**config.mk**
```make
export PLATFORM = sky130hd
export DESIGN_NAME = radio_spi_config_slave
export DESIGN_NICKNAME = d
export VERILOG_FILES = /design/src/hdl/radio_spi_pkg.sv /design/src/hdl/byte_fifo.sv /design/src/hdl/radio_spi_config_slave.sv
export SDC_FILE = /design/constraint.sdc
export NUM_CORES = 1
export LEC_CHECK = 0
export ABC_AREA = 1
export BUFFER_PORTS_ARGS = -buffer_cell sky130_fd_sc_hd__buf_2
export CORE_MARGIN = 2
export CORE_UTILIZATION = 25
export CTS_BUF_LIST = sky130_fd_sc_hd__clkbuf_2 sky130_fd_sc_hd__clkbuf_4 sky130_fd_sc_hd__clkbuf_8
export DETAILED_ROUTE_END_ITERATION = 7
export PLACE_DENSITY = 0.36
export SLEW_MARGIN = 20
export SYNTH_ARGS = -nofsm -noshare
export SYNTH_HDL_FRONTEND = slang
export SYNTH_SLANG_ARGS = --single-unit
```
**constraint.sdc**
```tcl
create_clock -name ref_clk -period 2.6 [get_ports ref_clk]
set_input_delay 0.13 -clock ref_clk [delete_from_list [all_inputs] [get_ports ref_clk]]
set_output_delay 0.13 -clock ref_clk [all_outputs]
set_load 0.02 [all_outputs]
```
**src/hdl/radio_spi_pkg.sv**
```systemverilog
// Shared constants and carriers for the radio serial configuration port
// Assumes a single 250 MHz core clock; link pins sampled into that domain
package radio_spi_pkg;
  // ----------------------------------------------------------------
  // Header and status layout
  // ----------------------------------------------------------------
  localparam int RW_BIT = 7;
  localparam int BURST_BIT = 6;
  localparam int ADDR_W = 6;
  localparam int RDY_BIT = 7;
  localparam int STATE_HI = 6;
  localparam int STATE_LO = 4;
  localparam int FILL_HI = 3;
  localparam int FILL_LO = 0;
  localparam logic [5:0] STROBE_FIRST = 6'h30;
  localparam logic [5:0] STROBE_LAST = 6'h3D;
  localparam logic [2:0] BITS_LAST = 3'h7;
  localparam logic [3:0] FILL_MAX = 4'hF;
  // ----------------------------------------------------------------
  // Register space and AHB map
  // ----------------------------------------------------------------
  localparam int REG_COUNT = 64;
  localparam logic [7:0] REG_RESET_VALUE = 8'h00;
  localparam logic [7:0] REG_CTRL = 8'h00;
  localparam logic [7:0] REG_STATUS = 8'h04;
  localparam logic [7:0] REG_RXDATA = 8'h08;
  localparam logic [7:0] REG_TXDATA = 8'h0C;
  localparam logic [5:0] REG_WINDOW = 6'h00;
  localparam int CFG_BASE_BIT = 8;
  localparam logic [1:0] HTRANS_NONSEQ = 2'h2;
  localparam int FIFO_DEPTH = 8;
  localparam int FIFO_WIDTH = 8;
  // ----------------------------------------------------------------
  // Timing
  // ----------------------------------------------------------------
  localparam int CLK_MHZ = 250;
  localparam int PD_DELAY_US = 150;
  localparam int PD_DELAY_CYCLES = PD_DELAY_US * CLK_MHZ;

  typedef enum logic [2:0] {
    ST_IDLE, ST_RX, ST_TX, ST_FSTXON, ST_CAL, ST_SETTLE, ST_RXOVF, ST_TXUNF
  } mainState_t;

  typedef struct packed {
    logic select;
    logic sclk;
    logic sdi;
  } linkIn_t;

  typedef struct packed {
    logic valid;
    logic [5:0] addr;
    logic [7:0] data;
  } strobe_t;
endpackage

```
**src/hdl/byte_fifo.sv**
```systemverilog
// Byte FIFO between the serial port and the bus side
// Assumes writer and reader share one clock
`timescale 1ns/1ns
module byte_fifo #(
  parameter int WIDTH = 8,
  parameter int DEPTH = 8
) (
  input wire logic ref_clk,
  input wire logic reset,
  input wire logic inValid,
  output logic inReady,
  input wire logic [WIDTH-1:0] inData,
  output logic outValid,
  input wire logic outReady,
  output logic [WIDTH-1:0] outData,
  output logic [$clog2(DEPTH):0] level
);
  localparam int AW = $clog2(DEPTH);
  logic [WIDTH-1:0] mem [DEPTH];
  logic [AW-1:0] wrPtr, rdPtr, next_wrPtr, next_rdPtr;
  logic [AW:0] next_level;
  logic push, pop;

  assign inReady = level != (AW+1)'(DEPTH);
  assign outValid = level != '0;
  assign outData = mem[rdPtr];
  assign push = inValid && inReady;
  assign pop = outValid && outReady;

  always_comb begin
    next_wrPtr = push ? wrPtr + 1'b1 : wrPtr;
    next_rdPtr = pop ? rdPtr + 1'b1 : rdPtr;
    next_level = level + (AW+1)'(push) - (AW+1)'(pop);
  end

  always_ff @(posedge ref_clk) begin
    if (reset) begin
      wrPtr <= '0;
      rdPtr <= '0;
      level <= '0;
    end else begin
      wrPtr <= next_wrPtr;
      rdPtr <= next_rdPtr;
      level <= next_level;
      if (push) mem[wrPtr] <= inData;
    end
  end
endmodule

```
**src/hdl/radio_spi_config_slave.sv**
```systemverilog
// Four-wire serial slave: header decode, register space, burst, strobes
// Assumes link pins are asynchronous to ref_clk and much slower than it
//
// The placing of the registers and the AHB-Lite register port were chosen for this implementation.
`timescale 1ns/1ns
// What this block does
// Slave on four-wire link for register access and buffered data.
// Every byte shifts most significant bit first, both directions.
// Header holds direction bit, burst bit, then six address bits.
// Host keeps select low for the whole transfer.
// Select released mid-header or mid-byte abandons the transfer.
// Host waits for serial out low before shifting the header.
// Select low while oscillator runs drives serial out low immediately.
// Host not watching ready waits the power-down select-to-clock delay.
// Chip reset loads every configuration register with its default.
// Host rewrites non-default registers after each reset.
// Host keeps serial clock within single and burst rate limits.
// Host inserts idle gaps to run the clock at top rate.
// Status byte shifts out during header and written data bytes.
// Burst increments the internal address after every byte.
// Burst is all reads or all writes, ended by select release.
// Addresses 0x30-0x3D: burst bit reads status, clear bit strobes.
// Sample input on rising clock, update output after falling edge.
module radio_spi_config_slave
  import radio_spi_pkg::*;
(
  input wire logic ref_clk,
  input wire logic reset,
  input wire logic select_n_pin,
  input wire logic sclkPin,
  input wire logic sdiPin,
  output logic sdoPin,
  output logic sdoEnable,
  input wire logic oscillatorRunning,
  input wire logic sleepState,
  input wire logic oscillator_off_state,
  input wire mainState_t mainState,
  output strobe_t cmdStrobe,
  input wire logic hsel,
  input wire logic [31:0] haddr,
  input wire logic [1:0] htrans,
  input wire logic hwrite,
  input wire logic [2:0] hsize,
  input wire logic [31:0] hwdata,
  input wire logic hready,
  output logic hreadyout,
  output logic hresp,
  output logic [31:0] hrdata
);
  // ----------------------------------------------------------------
  // Pin synchronisers
  // ----------------------------------------------------------------
  linkIn_t pinMeta, pinSync, pinLast;
  always_ff @(posedge ref_clk) begin
    if (reset) begin
      pinMeta <= '{select: 1'b0, sclk: 1'b0, sdi: 1'b0};
      pinSync <= '{select: 1'b0, sclk: 1'b0, sdi: 1'b0};
      pinLast <= '{select: 1'b0, sclk: 1'b0, sdi: 1'b0};
    end else begin
      pinMeta <= '{select: ~select_n_pin, sclk: sclkPin, sdi: sdiPin};
      pinSync <= pinMeta;
      pinLast <= pinSync;
    end
  end
  logic sclkRise, sclkFall, selActive, selStart;
  assign selActive = pinSync.select;
  assign selStart = pinSync.select && !pinLast.select;
  assign sclkRise = selActive && pinSync.sclk && !pinLast.sclk;
  assign sclkFall = selActive && !pinSync.sclk && pinLast.sclk;

  // ----------------------------------------------------------------
  // Serial engine
  // ----------------------------------------------------------------
  typedef enum logic [1:0] {PH_HEADER, PH_DATA, PH_DONE} phase_t;
  phase_t phase, next_phase;
  logic [7:0] shiftIn, next_shiftIn, shiftOut, next_shiftOut;
  logic [2:0] bitCnt, next_bitCnt;
  logic [5:0] addr, next_addr;
  logic isRead, next_isRead, isBurst, next_isBurst;
  logic [7:0] regs [REG_COUNT];
  logic regWrite;
  logic [7:0] regWdata;
  logic [5:0] regWaddr;
  strobe_t next_cmdStrobe;
  logic oscReady;
  logic [3:0] txFree, rxAvail;
  logic [$clog2(FIFO_DEPTH):0] rxLevel, txLevel;
  logic rxInValid, rxInReady, txOutValid, txOutReady;
  logic [7:0] txOutData;

  function automatic logic isStrobeAddr(input logic [5:0] a);
    return a >= STROBE_FIRST && a <= STROBE_LAST;
  endfunction
  function automatic logic [3:0] clampFill(input logic [4:0] n);
    return n > 5'(FILL_MAX) ? FILL_MAX : n[3:0];
  endfunction
  assign oscReady = oscillatorRunning && !sleepState && !oscillator_off_state;
  assign rxAvail = clampFill(5'(txLevel));
  assign txFree = clampFill(5'(FIFO_DEPTH) - 5'(rxLevel));

  function automatic logic [7:0] statusByte(input logic rd);
    logic [7:0] s;
    s = '0;
    s[RDY_BIT] = !oscReady;
    s[STATE_HI:STATE_LO] = mainState;
    s[FILL_HI:FILL_LO] = rd ? rxAvail : txFree;
    return s;
  endfunction
  function automatic logic [7:0] readByte(input logic [5:0] a);
    return a == REG_WINDOW ? txOutData : regs[a];
  endfunction

  logic [7:0] rxByte;
  assign rxByte = {shiftIn[6:0], pinSync.sdi};

  always_comb begin
    next_phase = phase;
    next_shiftIn = shiftIn;
    next_shiftOut = shiftOut;
    next_bitCnt = bitCnt;
    next_addr = addr;
    next_isRead = isRead;
    next_isBurst = isBurst;
    next_cmdStrobe = '0;
    regWrite = 1'b0;
    regWaddr = addr;
    regWdata = rxByte;
    rxInValid = 1'b0;
    txOutReady = 1'b0;
    if (!selActive) begin
      next_phase = PH_HEADER;
      next_bitCnt = '0;
      next_shiftOut = '0;
      next_shiftOut[RDY_BIT] = 1'b1; // Reads as not ready until the status loads
    end else if (selStart) begin
      next_phase = PH_HEADER;
      next_bitCnt = '0;
      next_shiftOut = statusByte(1'b0);
    end else if (sclkRise) begin
      next_shiftIn = rxByte;
      next_bitCnt = bitCnt + 3'h1;
      if (bitCnt == BITS_LAST) begin
        unique case (phase)
          PH_HEADER: begin
            next_isRead = rxByte[RW_BIT];
            next_isBurst = rxByte[BURST_BIT];
            next_addr = rxByte[ADDR_W-1:0];
            if (isStrobeAddr(rxByte[ADDR_W-1:0]) && !rxByte[BURST_BIT]) begin
              next_cmdStrobe = '{valid: 1'b1, addr: rxByte[5:0], data: 8'h00};
              next_phase = PH_DONE;
            end else begin
              next_phase = PH_DATA;
            end
          end
          PH_DATA: begin
            if (!isRead) begin
              regWrite = 1'b1;
              rxInValid = addr == REG_WINDOW;
            end else if (addr == REG_WINDOW) begin
              txOutReady = 1'b1;
            end
            // Status space forbids burst, so only one byte there
            if (isBurst && !isStrobeAddr(addr)) begin
              next_addr = addr + 6'h1;
            end else begin
              next_phase = PH_DONE;
            end
          end
          default: next_phase = PH_DONE;
        endcase
      end
    end else if (sclkFall && bitCnt == '0) begin
      if (phase == PH_DATA && isRead) begin
        next_shiftOut = readByte(addr);
      end else begin
        next_shiftOut = statusByte(isRead);
      end
    end else if (sclkFall) begin
      next_shiftOut = {shiftOut[6:0], 1'b0};
      if (phase == PH_HEADER && bitCnt == 3'h1) begin
        next_shiftOut[FILL_HI+1:FILL_LO+1] = shiftIn[0] ? rxAvail : txFree;
      end
    end
  end
  always_ff @(posedge ref_clk) begin
    if (reset) begin
      phase <= PH_HEADER;
      shiftIn <= '0;
      shiftOut <= '0;
      bitCnt <= '0;
      addr <= '0;
      isRead <= 1'b0;
      isBurst <= 1'b0;
      cmdStrobe <= '0;
    end else begin
      phase <= next_phase;
      shiftIn <= next_shiftIn;
      shiftOut <= next_shiftOut;
      bitCnt <= next_bitCnt;
      addr <= next_addr;
      isRead <= next_isRead;
      isBurst <= next_isBurst;
      cmdStrobe <= next_cmdStrobe;
    end
  end

  // First status bit is ready flag; low at select when oscillator runs outside sleep and off states
  assign sdoPin = shiftOut[7];
  assign sdoEnable = selActive;

  // ----------------------------------------------------------------
  // Configuration registers and data FIFOs
  // ----------------------------------------------------------------
  logic [31:0] next_hrdata;
  logic [7:0] busAddr;
  logic busWrite, busRead, dataPhaseWr;
  logic [7:0] busAddrQ;
  logic txInReady, rxOutValid, rxOutReady;
  logic [7:0] rxOutData;

  always_ff @(posedge ref_clk) begin
    if (reset) begin
      for (int i = 0; i < REG_COUNT; i++) regs[i] <= REG_RESET_VALUE;
    end else if (regWrite && !isStrobeAddr(regWaddr)) begin
      regs[regWaddr] <= regWdata;
    end else if (dataPhaseWr && busAddrQ == REG_CTRL) begin
      regs[hwdata[CFG_BASE_BIT+5:CFG_BASE_BIT]] <= hwdata[7:0];
    end
  end
  // Bytes written over the link flow toward the bus reader
  byte_fifo #(.WIDTH(FIFO_WIDTH), .DEPTH(FIFO_DEPTH)) rxFifo (
    .ref_clk(ref_clk),
    .reset(reset),
    .inValid(rxInValid),
    .inReady(rxInReady),
    .inData(regWdata),
    .outValid(rxOutValid),
    .outReady(rxOutReady),
    .outData(rxOutData),
    .level(rxLevel)
  );
  // Bytes from the bus wait here for link reads
  byte_fifo #(.WIDTH(FIFO_WIDTH), .DEPTH(FIFO_DEPTH)) txFifo (
    .ref_clk(ref_clk),
    .reset(reset),
    .inValid(dataPhaseWr && busAddrQ == REG_TXDATA),
    .inReady(txInReady),
    .inData(hwdata[7:0]),
    .outValid(txOutValid),
    .outReady(txOutReady),
    .outData(txOutData),
    .level(txLevel)
  );

  // ----------------------------------------------------------------
  // AHB-Lite slave, zero wait states except a full transmit buffer
  // ----------------------------------------------------------------
  assign busAddr = haddr[7:0];
  assign busWrite = hsel && hready && htrans == HTRANS_NONSEQ && hwrite;
  assign busRead = hsel && hready && htrans == HTRANS_NONSEQ && !hwrite;
  logic wrPending, next_wrPending;
  assign dataPhaseWr = wrPending && hreadyout;
  // Stall on a full buffer pushes back on the bus master
  assign hreadyout = !(wrPending && busAddrQ == REG_TXDATA && !txInReady);
  assign hresp = 1'b0;
  assign rxOutReady = busRead && busAddr == REG_RXDATA;

  always_comb begin
    next_hrdata = '0;
    next_wrPending = busWrite || (wrPending && !hreadyout);
    if (busRead) begin
      unique case (busAddr)
        REG_STATUS: next_hrdata = {16'h0000, statusByte(1'b0), 7'h00, rxOutValid};
        REG_RXDATA: next_hrdata = {24'h000000, rxOutData};
        REG_CTRL: next_hrdata = {24'h000000, cmdStrobe.valid, 1'b0, cmdStrobe.addr};
        default: next_hrdata = '0;
      endcase
    end
  end

  always_ff @(posedge ref_clk) begin
    if (reset) begin
      hrdata <= '0;
      wrPending <= 1'b0;
      busAddrQ <= '0;
    end else begin
      hrdata <= next_hrdata;
      wrPending <= next_wrPending;
      if (hready) busAddrQ <= busAddr;
    end
  end
endmodule

```
## Word-level counts from Yosys, hierarchy flattened

Memories as Yosys holds them, arrays and structs flattened. A register that Yosys moved wholly into a read port is not among the register bits.
Index checks and enable logic that the tools add are counted.

- Bits of input ports: 83
- RAM bits: 640
- Register bits: 112
- Output and inout port bits: 51
- Word-level logic and storage cells: 197
- Memories: 3

Memory list:

| name | depth | width | read ports | clocked after Yosys merged registers in | write ports | line | source |
|---|---|---|---|---|---|---|---|
| regs | 64 | 8 | 1 | 1 | 64 | radio_spi_config_slave.sv:80 | `logic [7:0] regs [REG_COUNT];` |
| rxFifo.mem | 8 | 8 | 1 | 1 | 1 | byte_fifo.sv:19 | `logic [WIDTH-1:0] mem [DEPTH];` |
| txFifo.mem | 8 | 8 | 1 | 1 | 1 | byte_fifo.sv:19 |  |

- Mux-type cells: 64
- Eq/ne operators: 14
- Bitwise gates (word level): 8
- Add/subtract/negate cells: 11
- $lt $le $gt $ge: 5
- Reductions and logical operators: 64

Operators with widths:

| cell | number |
|---|---|
| 2-to-1 mux 8 bit | 9 |
| one-hot mux 16 bit (3 select lines) | 1 |
| 2-to-1 mux 1 bit | 36 |
| logical AND 1 bit | 30 |
| 2-to-1 mux 6 bit | 5 |
| equality test 8 x 4 -> 1 bit (second input constant) | 2 |
| zero test 8 bit | 2 |
| 2-to-1 mux 4 bit | 4 |
| OR reduction 8 bit | 2 |
| adder 3 x 1 -> 3 bit (second input constant) | 5 |
| 2-to-1 mux 15 bit | 1 |
| greater-or-equal comparator 6 bit (second input constant) | 2 |
| <= comparator 6 bit (second input constant) | 2 |
| 2-to-1 mux 3 bit | 4 |
| one-hot mux 6 bit (2 select lines) | 1 |
| zero test 1 bit | 11 |
| adder 4 x 1 -> 4 bit | 2 |
| equality test 8 x 3 -> 1 bit (second input constant) | 1 |
| inequality test 4 bit (second input constant) | 2 |
| NOT 1 bit | 8 |
| nonzero test 4 bit | 2 |
| subtractor 4 x 1 -> 4 bit | 2 |
| OR reduction 7 bit | 1 |
| adder 6 x 1 -> 6 bit (second input constant) | 1 |
| 25 further kinds | 30 |

## Logic depth before layout (Yosys ltp)

Gate-level depths: netlist (run 1).

- Depth after elaboration: 13
- Depth in mapped cells: 17
- Depth with buffers taken out: 15

## By module

A second synthesis (run 1) with hierarchy kept.

- Cells, all modules: 3580
- Area total of the unflattened synthesis: 33851.2 um^2

Modules (own cells, without submodules):

| module | sequential area each (um^2) | instances | cells each | area each (um^2) |
|---|---|---|---|---|
| radio_spi_config_slave | 16856.2 | 1 | 2846 | 26835.7 |
| byte_fifo at rxFifo | 2182.1 | 1 | 372 | 3523.4 |
| byte_fifo at txFifo | 2182.1 | 1 | 362 | 3492.1 |

## Least setup slack after synthesis (run 1)

No wires, ideal clock.

- Kind: register -> register
- Start: register pinSync (netlist bit sdoEnable)
- End: memory regs[12][0], enable pin
- Setup slack: -0.319 ns
- Required time: 2.271 ns
- Setup time: 0.329 ns
- Cell stages (with the launch flop): 14
- Buffers on the path: 0
- Data arrival time: 2.590 ns
- Clock period less this slack: 2.919 ns
- Cells stage by stage: dfxtp_1 > nand3_4 > nor2_4 > nand2_1 > nor3_2 > nand2_1 > nand2_1 > nor2_1 > nor2_1 > inv_1 > or2_2 > nor3_4 > nand2_2 > nand2_1

RTL lines:

| what | line | source |
|---|---|---|
| from (decl) | radio_spi_config_slave.sv:53 | `linkIn_t pinMeta, pinSync, pinLast;` |
| from (signal assigned) | radio_spi_config_slave.sv:57 | `pinSync <= '{select: 1'b0, sclk: 1'b0, sdi: 1'b0};` |
| from (signal assigned) | radio_spi_config_slave.sv:61 | `pinSync <= pinMeta;` |
| to (decl) | radio_spi_config_slave.sv:80 |  |

==> results_dict.tcl, run 1 <==
set metrics [dict create \
    relSlewSlack_pct 46.8 \
    syn_avg_cell_area_um2 9.70 \
    die_area_um2 135000 \
    cellLeakagePower_nw 16.0 \
    clk_latency_ns 0.85 \
    vias 25454 \
    row_count 133 \
    numCtsBuffers 143 \
    drive_gt1_share_pct 21.5 \
    irDropWorstVdd_mv 0.319 \
    ant_nets 0 \
    ys_ff_latch 740 \
    report.final.hold_viol_count 0 \
    dp_hpwl_mm 75.9 \
    violations "negative setup slack" \
    hold_path.class "in2reg" \
    async_flop_share_pct 0 \
    slowest_delay_ns 0.31 \
    cp_slowest_cell "dfxtp_2" \
    syn_inst 3397 \
    fin_skew_ns 0.0355 \
    required_ns 3.15 \
    report.final.slew_viol_count 0 \
    start_kind "register" \
    period_share_pct 103 \
    maxCapViolations 0 \
    cpMostUsedCell "nand2_8" \
    gr-total-overflow 0 \
    fillers 13562 \
    cts_root_buf "clkbuf_8" \
    drt-total-wl_mm 114 \
    syn_to_final_growth_pct 31.3 \
    arrival_ns 3.21 \
    drc_errors 0 \
    final_cell_mix "697 x nand2_1, 640 x edfxtp_1, 612 x nor2_1, 496 x nand3_1, 195 x buf_4" \
    die_w_um 367 \
    synth_warnings 0 \
    setup_viol 302 \
    cts_tree "yes" \
    synth_ff_type "edfxtp_1" \
    synth-edff-count 640 \
    worst_slew_pin_slew_ns 0.799 \
    max_freq_mhz 375 \
    powerDensity_nw_per_um2 588 \
    clkSinkCount 740 \
    cp_top_family "simple AND/OR/NAND/NOR gates" \
    final_common_cell "nand2_1" \
    crit_path_end_kind "register" \
    crit_chain "inv_2, nand3_4, nor2_4, nand2_4, nor3_4, nand2_2, nand2_8, inv_8, buf_6, o21ai_4, nand2_4, nor3_4, buf_12, buf_12, nand2_8, nand2_8" \
    clkSlewWorstSetupHoldPaths_ns 0.06 \
    utilization_pct 33.0 \
    first_pass_iters 5 \
    antenna_found_initial 5 \
    first_global_vias 25909 \
    status "finished, violations left" \
    core_um2 131000 \
    globalplace.congestion 0.768 \
    drtIter0Drc 1800 \
    grt_max_degree 56 \
    grt_usage_pct 16.9 \
    routedWlPerCell_um 20.1 \
    synth_area_um2 33000 \
    die-height_um 367 \
    synth_cell_type_count 50 \
    rsz0062_at_grt "yes" \
    setup_ws_ns -0.0652 \
    finalCriticalPeriod_ns 2.67 \
    critPathKind "reg2reg" \
    ys_seq_area_share_pct 64.4 \
    path_buf_inv 5 \
    numPortBuffers 63 \
    initial_utilization_pct 25.1 \
    h-tree-depth 4 \
    pre_cts_slack_ns -0.365 \
    grt_pass1_wl_mm 170 \
    via_per_inst 4.50 \
    final_nets 3896 \
    crit_path_max_fanout 8 \
    io_pins 134 \
    cts_buffer_depth 3 \
]
## cell type report
cell class,instances,area [um2],area share [%]
multi-input cells,2336,11800,27.3
diodes,3,7.51,0.0173
repair buffers,449,4790,11.1
clock inverters,59,325,0.752
inverters,117,465,1.08
flip-flops and latches,740,21200,49.1
clock buffers,196,2430,5.61
well taps,1755,2200,5.07
## cells by family after synthesis
group           Yosys count  share of synthesized area (%)
buf+inv                 345                           4.23
flops                   740                           64.4
other cells               1                         0.0114
simple gates           2024                           25.8
fa+ha+maj                26                           1.03
xor+xnor                  4                          0.106
compound gates          257                           4.44
## final timing paths
kind	startpoint	to	slack [ns]	cells after the start
worst min register to register	pinMeta[1]$_SDFF_PP0_	pinSync[1]$_SDFF_PP0_	0.38	2
worst max register to register	pinLast[1]$_SDFF_PP0_	regs[43][7]$_SDFFCE_PN0P_	-0.07	16
worst min-delay path	hready	rxFifo.rdPtr[2]$_SDFFE_PP0P_	0.14	8
worst max-delay path	pinLast[1]$_SDFF_PP0_	regs[43][7]$_SDFFCE_PN0P_	-0.07	16
## cell usage after synthesis (3+ instances only)
master / n / area, um2
edfxtp_1: 640 / 19200
buf_4: 25 / 188
ha_1: 24 / 300
inv_2: 6 / 22.5
nor2_1: 664 / 2490
nand3_1: 496 / 2480
o21ai_1: 8 / 40.0
o211ai_1: 5 / 37.5
a211oi_1: 5 / 37.5
nand2_1: 772 / 2900
o21ai_0: 112 / 561
a21oi_1: 65 / 325
dfxtp_1: 100 / 2000
nor3_2: 3 / 30.0
nor3_4: 5 / 81.3
buf_1: 21 / 78.8
clkbuf_1: 178 / 668
o22ai_1: 19 / 119
nand2_2: 38 / 238
nor2_2: 6 / 37.5
nor3_1: 19 / 95.1
a31oi_1: 12 / 75.1
inv_1: 110 / 413
o31ai_1: 3 / 22.5
buf_2: 4 / 20.0
o221ai_1: 16 / 140
nand4_1: 9 / 56.3
## flip-flops by register name, indices dropped and copies added, names as in the netlist, 3 cells and up, named ones only
name	flops
regs	512
rxFifo.level	4
bitCnt	3
txFifo.rdPtr	3
txFifo.wrPtr	3
rxFifo.mem	64
pinMeta	3
txFifo.mem	64
addr	6
rxFifo.rdPtr	3
shiftOut	8
txFifo.level	4
rxFifo.wrPtr	3
hrdata	16
cmdStrobe	7
shiftIn	7
busAddrQ	8
## worst reg2reg max path, stage by stage (launching register included)
cell and delay (ns):
dfxtp_2 0.31, inv_2 0.07, nand3_4 0.08, nor2_4 0.15, nand2_4 0.08, nor3_4 0.19
nand2_2 0.13, nand2_8 0.11, inv_8 0.05, buf_6 0.11, o21ai_4 0.24, nand2_4 0.11
nor3_4 0.24, buf_12 0.21, buf_12 0.15, nand2_8 0.07, nand2_8 0.09
## timing repair
action	4_1_cts	5_1_grt
resized for setup	168	116
buffers inserted	10	12
endpoints found under the setup margin	1017	1030
pin swaps	19	22
endpoints found under the hold margin	138	0
hold buffers	59	0
## stage by stage
stage | hold WS [ns] | std cells | power (W) | instance area [um2] | TNS [ns]
2_1_floorplan | 0.197 | 3421 | 0.0138 | 33300 | -15.75
3_3_place_gp | 0.289 | 5324 | 0.0142 | 38600 | -155.16
3_5_place_dp | 0.294 | 5324 | 0.0142 | 38600 | -182.81
4_1_cts | 0.0140 | 5640 | 0.0259 | 42700 | -18.30
5_1_grt | 0.132 | 5655 | 0.0265 | 43300 | -132.13
6_report | 0.136 | 5655 | 0.0255 | 43300 | -7.78
## where the power goes
group | internal (W) | switching (W) | total (W)
registers | 0.0131 | 0.0000845 | 0.0132
clock network | 0.00622 | 0.00519 | 0.0114
logic | 0.000295 | 0.000541 | 0.000836
## per-layer routing
| layer | GRT usage [%] | routed length, um | vias to the layer above |
|---|---|---|---|
| met5 | 0 | 0 | - |
| met4 | 5.18 | 2620 | 0 |
| met3 | 2.61 | 4070 | 160 |
| met2 | 27.5 | 54000 | 472 |
| met1 | 22.9 | 53000 | 12473 |
| li1 | - | - | 12349 |
(Power assumes the default switching activity.)
==> inputs of run 2 (changes only) <==
CORE_MARGIN = not set   (was 2)
RECOVER_POWER = 100   (was not set)
==> results_dict.tcl, run 2 (same netlist as run 1, synthesis figures left out) <==
set metrics [dict create \
    numPortBuffers 63 \
    maxCapViolations 0 \
    cts_tree "yes" \
    reg2reg_depth 15 \
    final_nets 3879 \
    dpl_cell_area_um2 38200 \
    relSlewSlack_pct 42.5 \
    clk_latency_ns 0.82 \
    grt_usage_pct 17.1 \
    max_freq_mhz 361 \
    period_share_pct 106 \
    holdWs_ns 0.126 \
    violations "negative setup slack" \
    clkSinkCount 740 \
    irDropWorstVdd_mv 0.320 \
    die-height_um 365 \
    worst_slew_pin_slew_ns 0.862 \
    report.final.hold_viol_count 0 \
    largest_reg_flops 512 \
    start_kind "register" \
    first_global_vias 25791 \
    io_pins 134 \
    arrival_ns 3.27 \
    fillers 13474 \
    finalCriticalPeriod_ns 2.77 \
    drtIter0Drc 1804 \
    min_from "hsel" \
    cellLeakagePower_nw 15.9 \
    first_pass_iters 5 \
    row_count 132 \
    r2r_slack_ns -0.17 \
    dp_hpwl_mm 73.7 \
    via_per_inst 4.51 \
    vias 25348 \
    globalplace.congestion 0.798 \
    cts_root_buf "clkbuf_8" \
    drive_gt1_share_pct 21.7 \
    initial_utilization_pct 25.3 \
    reg2reg_from "busAddrQ[1]$_SDFFE_PP0P_" \
    status "finished, violations left" \
    crit_path_end_kind "register" \
    core_um2 130000 \
    cts_buffer_depth 3 \
    report.final.slew_viol_count 0 \
    holdPathStages 8 \
    powerDensity_nw_per_um2 599 \
    regMostFlops "regs" \
    die_area_um2 133000 \
    r2r_end "regs[45][7]$_SDFFCE_PN0P_" \
    stdcell_area_um2 43000 \
    die_w_um 365 \
    grt_pass1_wl_mm 168 \
    fin_skew_ns 0.0317 \
    final_common_cell "nand2_1" \
    grt_max_degree 58 \
    drc_errors 0 \
    numCtsBuffers 142 \
    largestRegisters "regs (512), rxFifo.mem (64), txFifo.mem (64)" \
    routedWlPerCell_um 20.2 \
    final_cell_mix "694 x nand2_1, 640 x edfxtp_1, 599 x nor2_1, 495 x nand3_1, 213 x buf_4" \
    clkSlewWorstSetupHoldPaths_ns 0.06 \
    drt-total-wl_mm 114 \
    setup_viol 710 \
    antenna_found_initial 4 \
    setup_ws_ns -0.167 \
    critPathKind "reg2reg" \
    required_ns 3.11 \
    ant_nets 0 \
    hold_path.class "in2reg" \
    h-tree-depth 4 \
    gr-total-overflow 0 \
    syn_to_final_growth_pct 30.5 \
    rsz0062_at_grt "yes" \
    holdPathEnd "rxFifo.rdPtr[0]$_SDFFE_PP0P_" \
    crit_path_max_fanout 8 \
]
[run 2: timing repair]
item | CTS | global route
pin swaps | 30 | 23
setup buffers | 9 | 11
gates resized for setup | 150 | 186
setup endpoints to repair | 1008 | 1055
endpoints found under the hold margin | 113 | 0
hold buffers | 53 | 0
gates cloned | 1 | 0
[run 2: layout make-up]
type                    count  area, um2  area share [%]
repair buffers            432       4280            9.95
diodes                      2       5.00          0.0116
repair inverters            1       7.51          0.0175
clock buffers             200       2420            5.63
well taps                1742       2180            5.07
flip-flops and latches    740      21200            49.4
inverters                 117        467            1.09
clock inverters            56        413           0.960
multi-input cells        2336      12000            27.9
[run 2: worst max-delay path by stage]
stage                                      endpoint  slack (ns)                startpoint  depth (start not counted)
after floorplan           regs[61][0]$_SDFFCE_PN0P_        -0.1      sdoEnable$_SDFF_PP0_                         13
after global placement    regs[14][0]$_SDFFCE_PN0P_       -0.38  busAddrQ[5]$_SDFFE_PP0P_                         15
after detailed placement   regs[8][6]$_SDFFCE_PN0P_       -0.35  busAddrQ[5]$_SDFFE_PP0P_                         13
after CTS                 regs[45][7]$_SDFFCE_PN0P_       -0.11    bitCnt[0]$_SDFFE_PP0N_                         16
after global routing      regs[46][4]$_SDFFCE_PN0P_       -0.28    bitCnt[0]$_SDFFE_PP0N_                         14
final                     regs[45][7]$_SDFFCE_PN0P_       -0.17  busAddrQ[1]$_SDFFE_PP0P_                         15
[run 2: through the flow]
| stage | TNS, ns | cells | power [W] | setup slack (ns) | util (%) |
|---|---|---|---|---|---|
| 2_1_floorplan | -15.75 | 3421 | 0.0138 | -0.0972 | - |
| 3_3_place_gp | -253.49 | 5304 | 0.0142 | -0.384 | 29.3 |
| 3_5_place_dp | -201.54 | 5304 | 0.0142 | -0.345 | 29.3 |
| 4_1_cts | -40.04 | 5613 | 0.0261 | -0.114 | 32.4 |
| 5_1_grt | -161.61 | 5626 | 0.0267 | -0.282 | 33.0 |
| 6_report | -52.76 | 5626 | 0.0258 | -0.167 | 33.0 |
[run 2: power by group]
part,total [W],internal [W],switching (W)
clock,0.0117,0.00651,0.00520
combinational,0.000833,0.000282,0.000551
sequential,0.0132,0.0131,0.0000827
total,0.0258,0.0199,0.00583
[run 2: worst max-delay path: stages (launching register included)]
cell and delay [ns]:
dfxtp_2 0.32, nor2_2 0.10, nand3b_1 0.10, nor4_2 0.31, buf_4 0.22, nand2_8 0.08
inv_4 0.08, nor2_1 0.05, nor2_2 0.11, buf_6 0.13, inv_4 0.04, or2_4 0.25
nor3_4 0.22, buf_12 0.23, nand2_4 0.10, nand2_8 0.10
[run 2: metal layers]
metal | part of all wire (%) | routed length, um | vias to the layer above | GRT usage [%]
li1 | - | - | 12306 | -
met1 | 45 | 51400 | 12402 | 22.6
met2 | 49 | 55700 | 487 | 28.9
met3 | 3.5 | 3930 | 153 | 2.40
met4 | 2.3 | 2600 | 0 | 5.47
met5 | 0 | 0 | - | 0
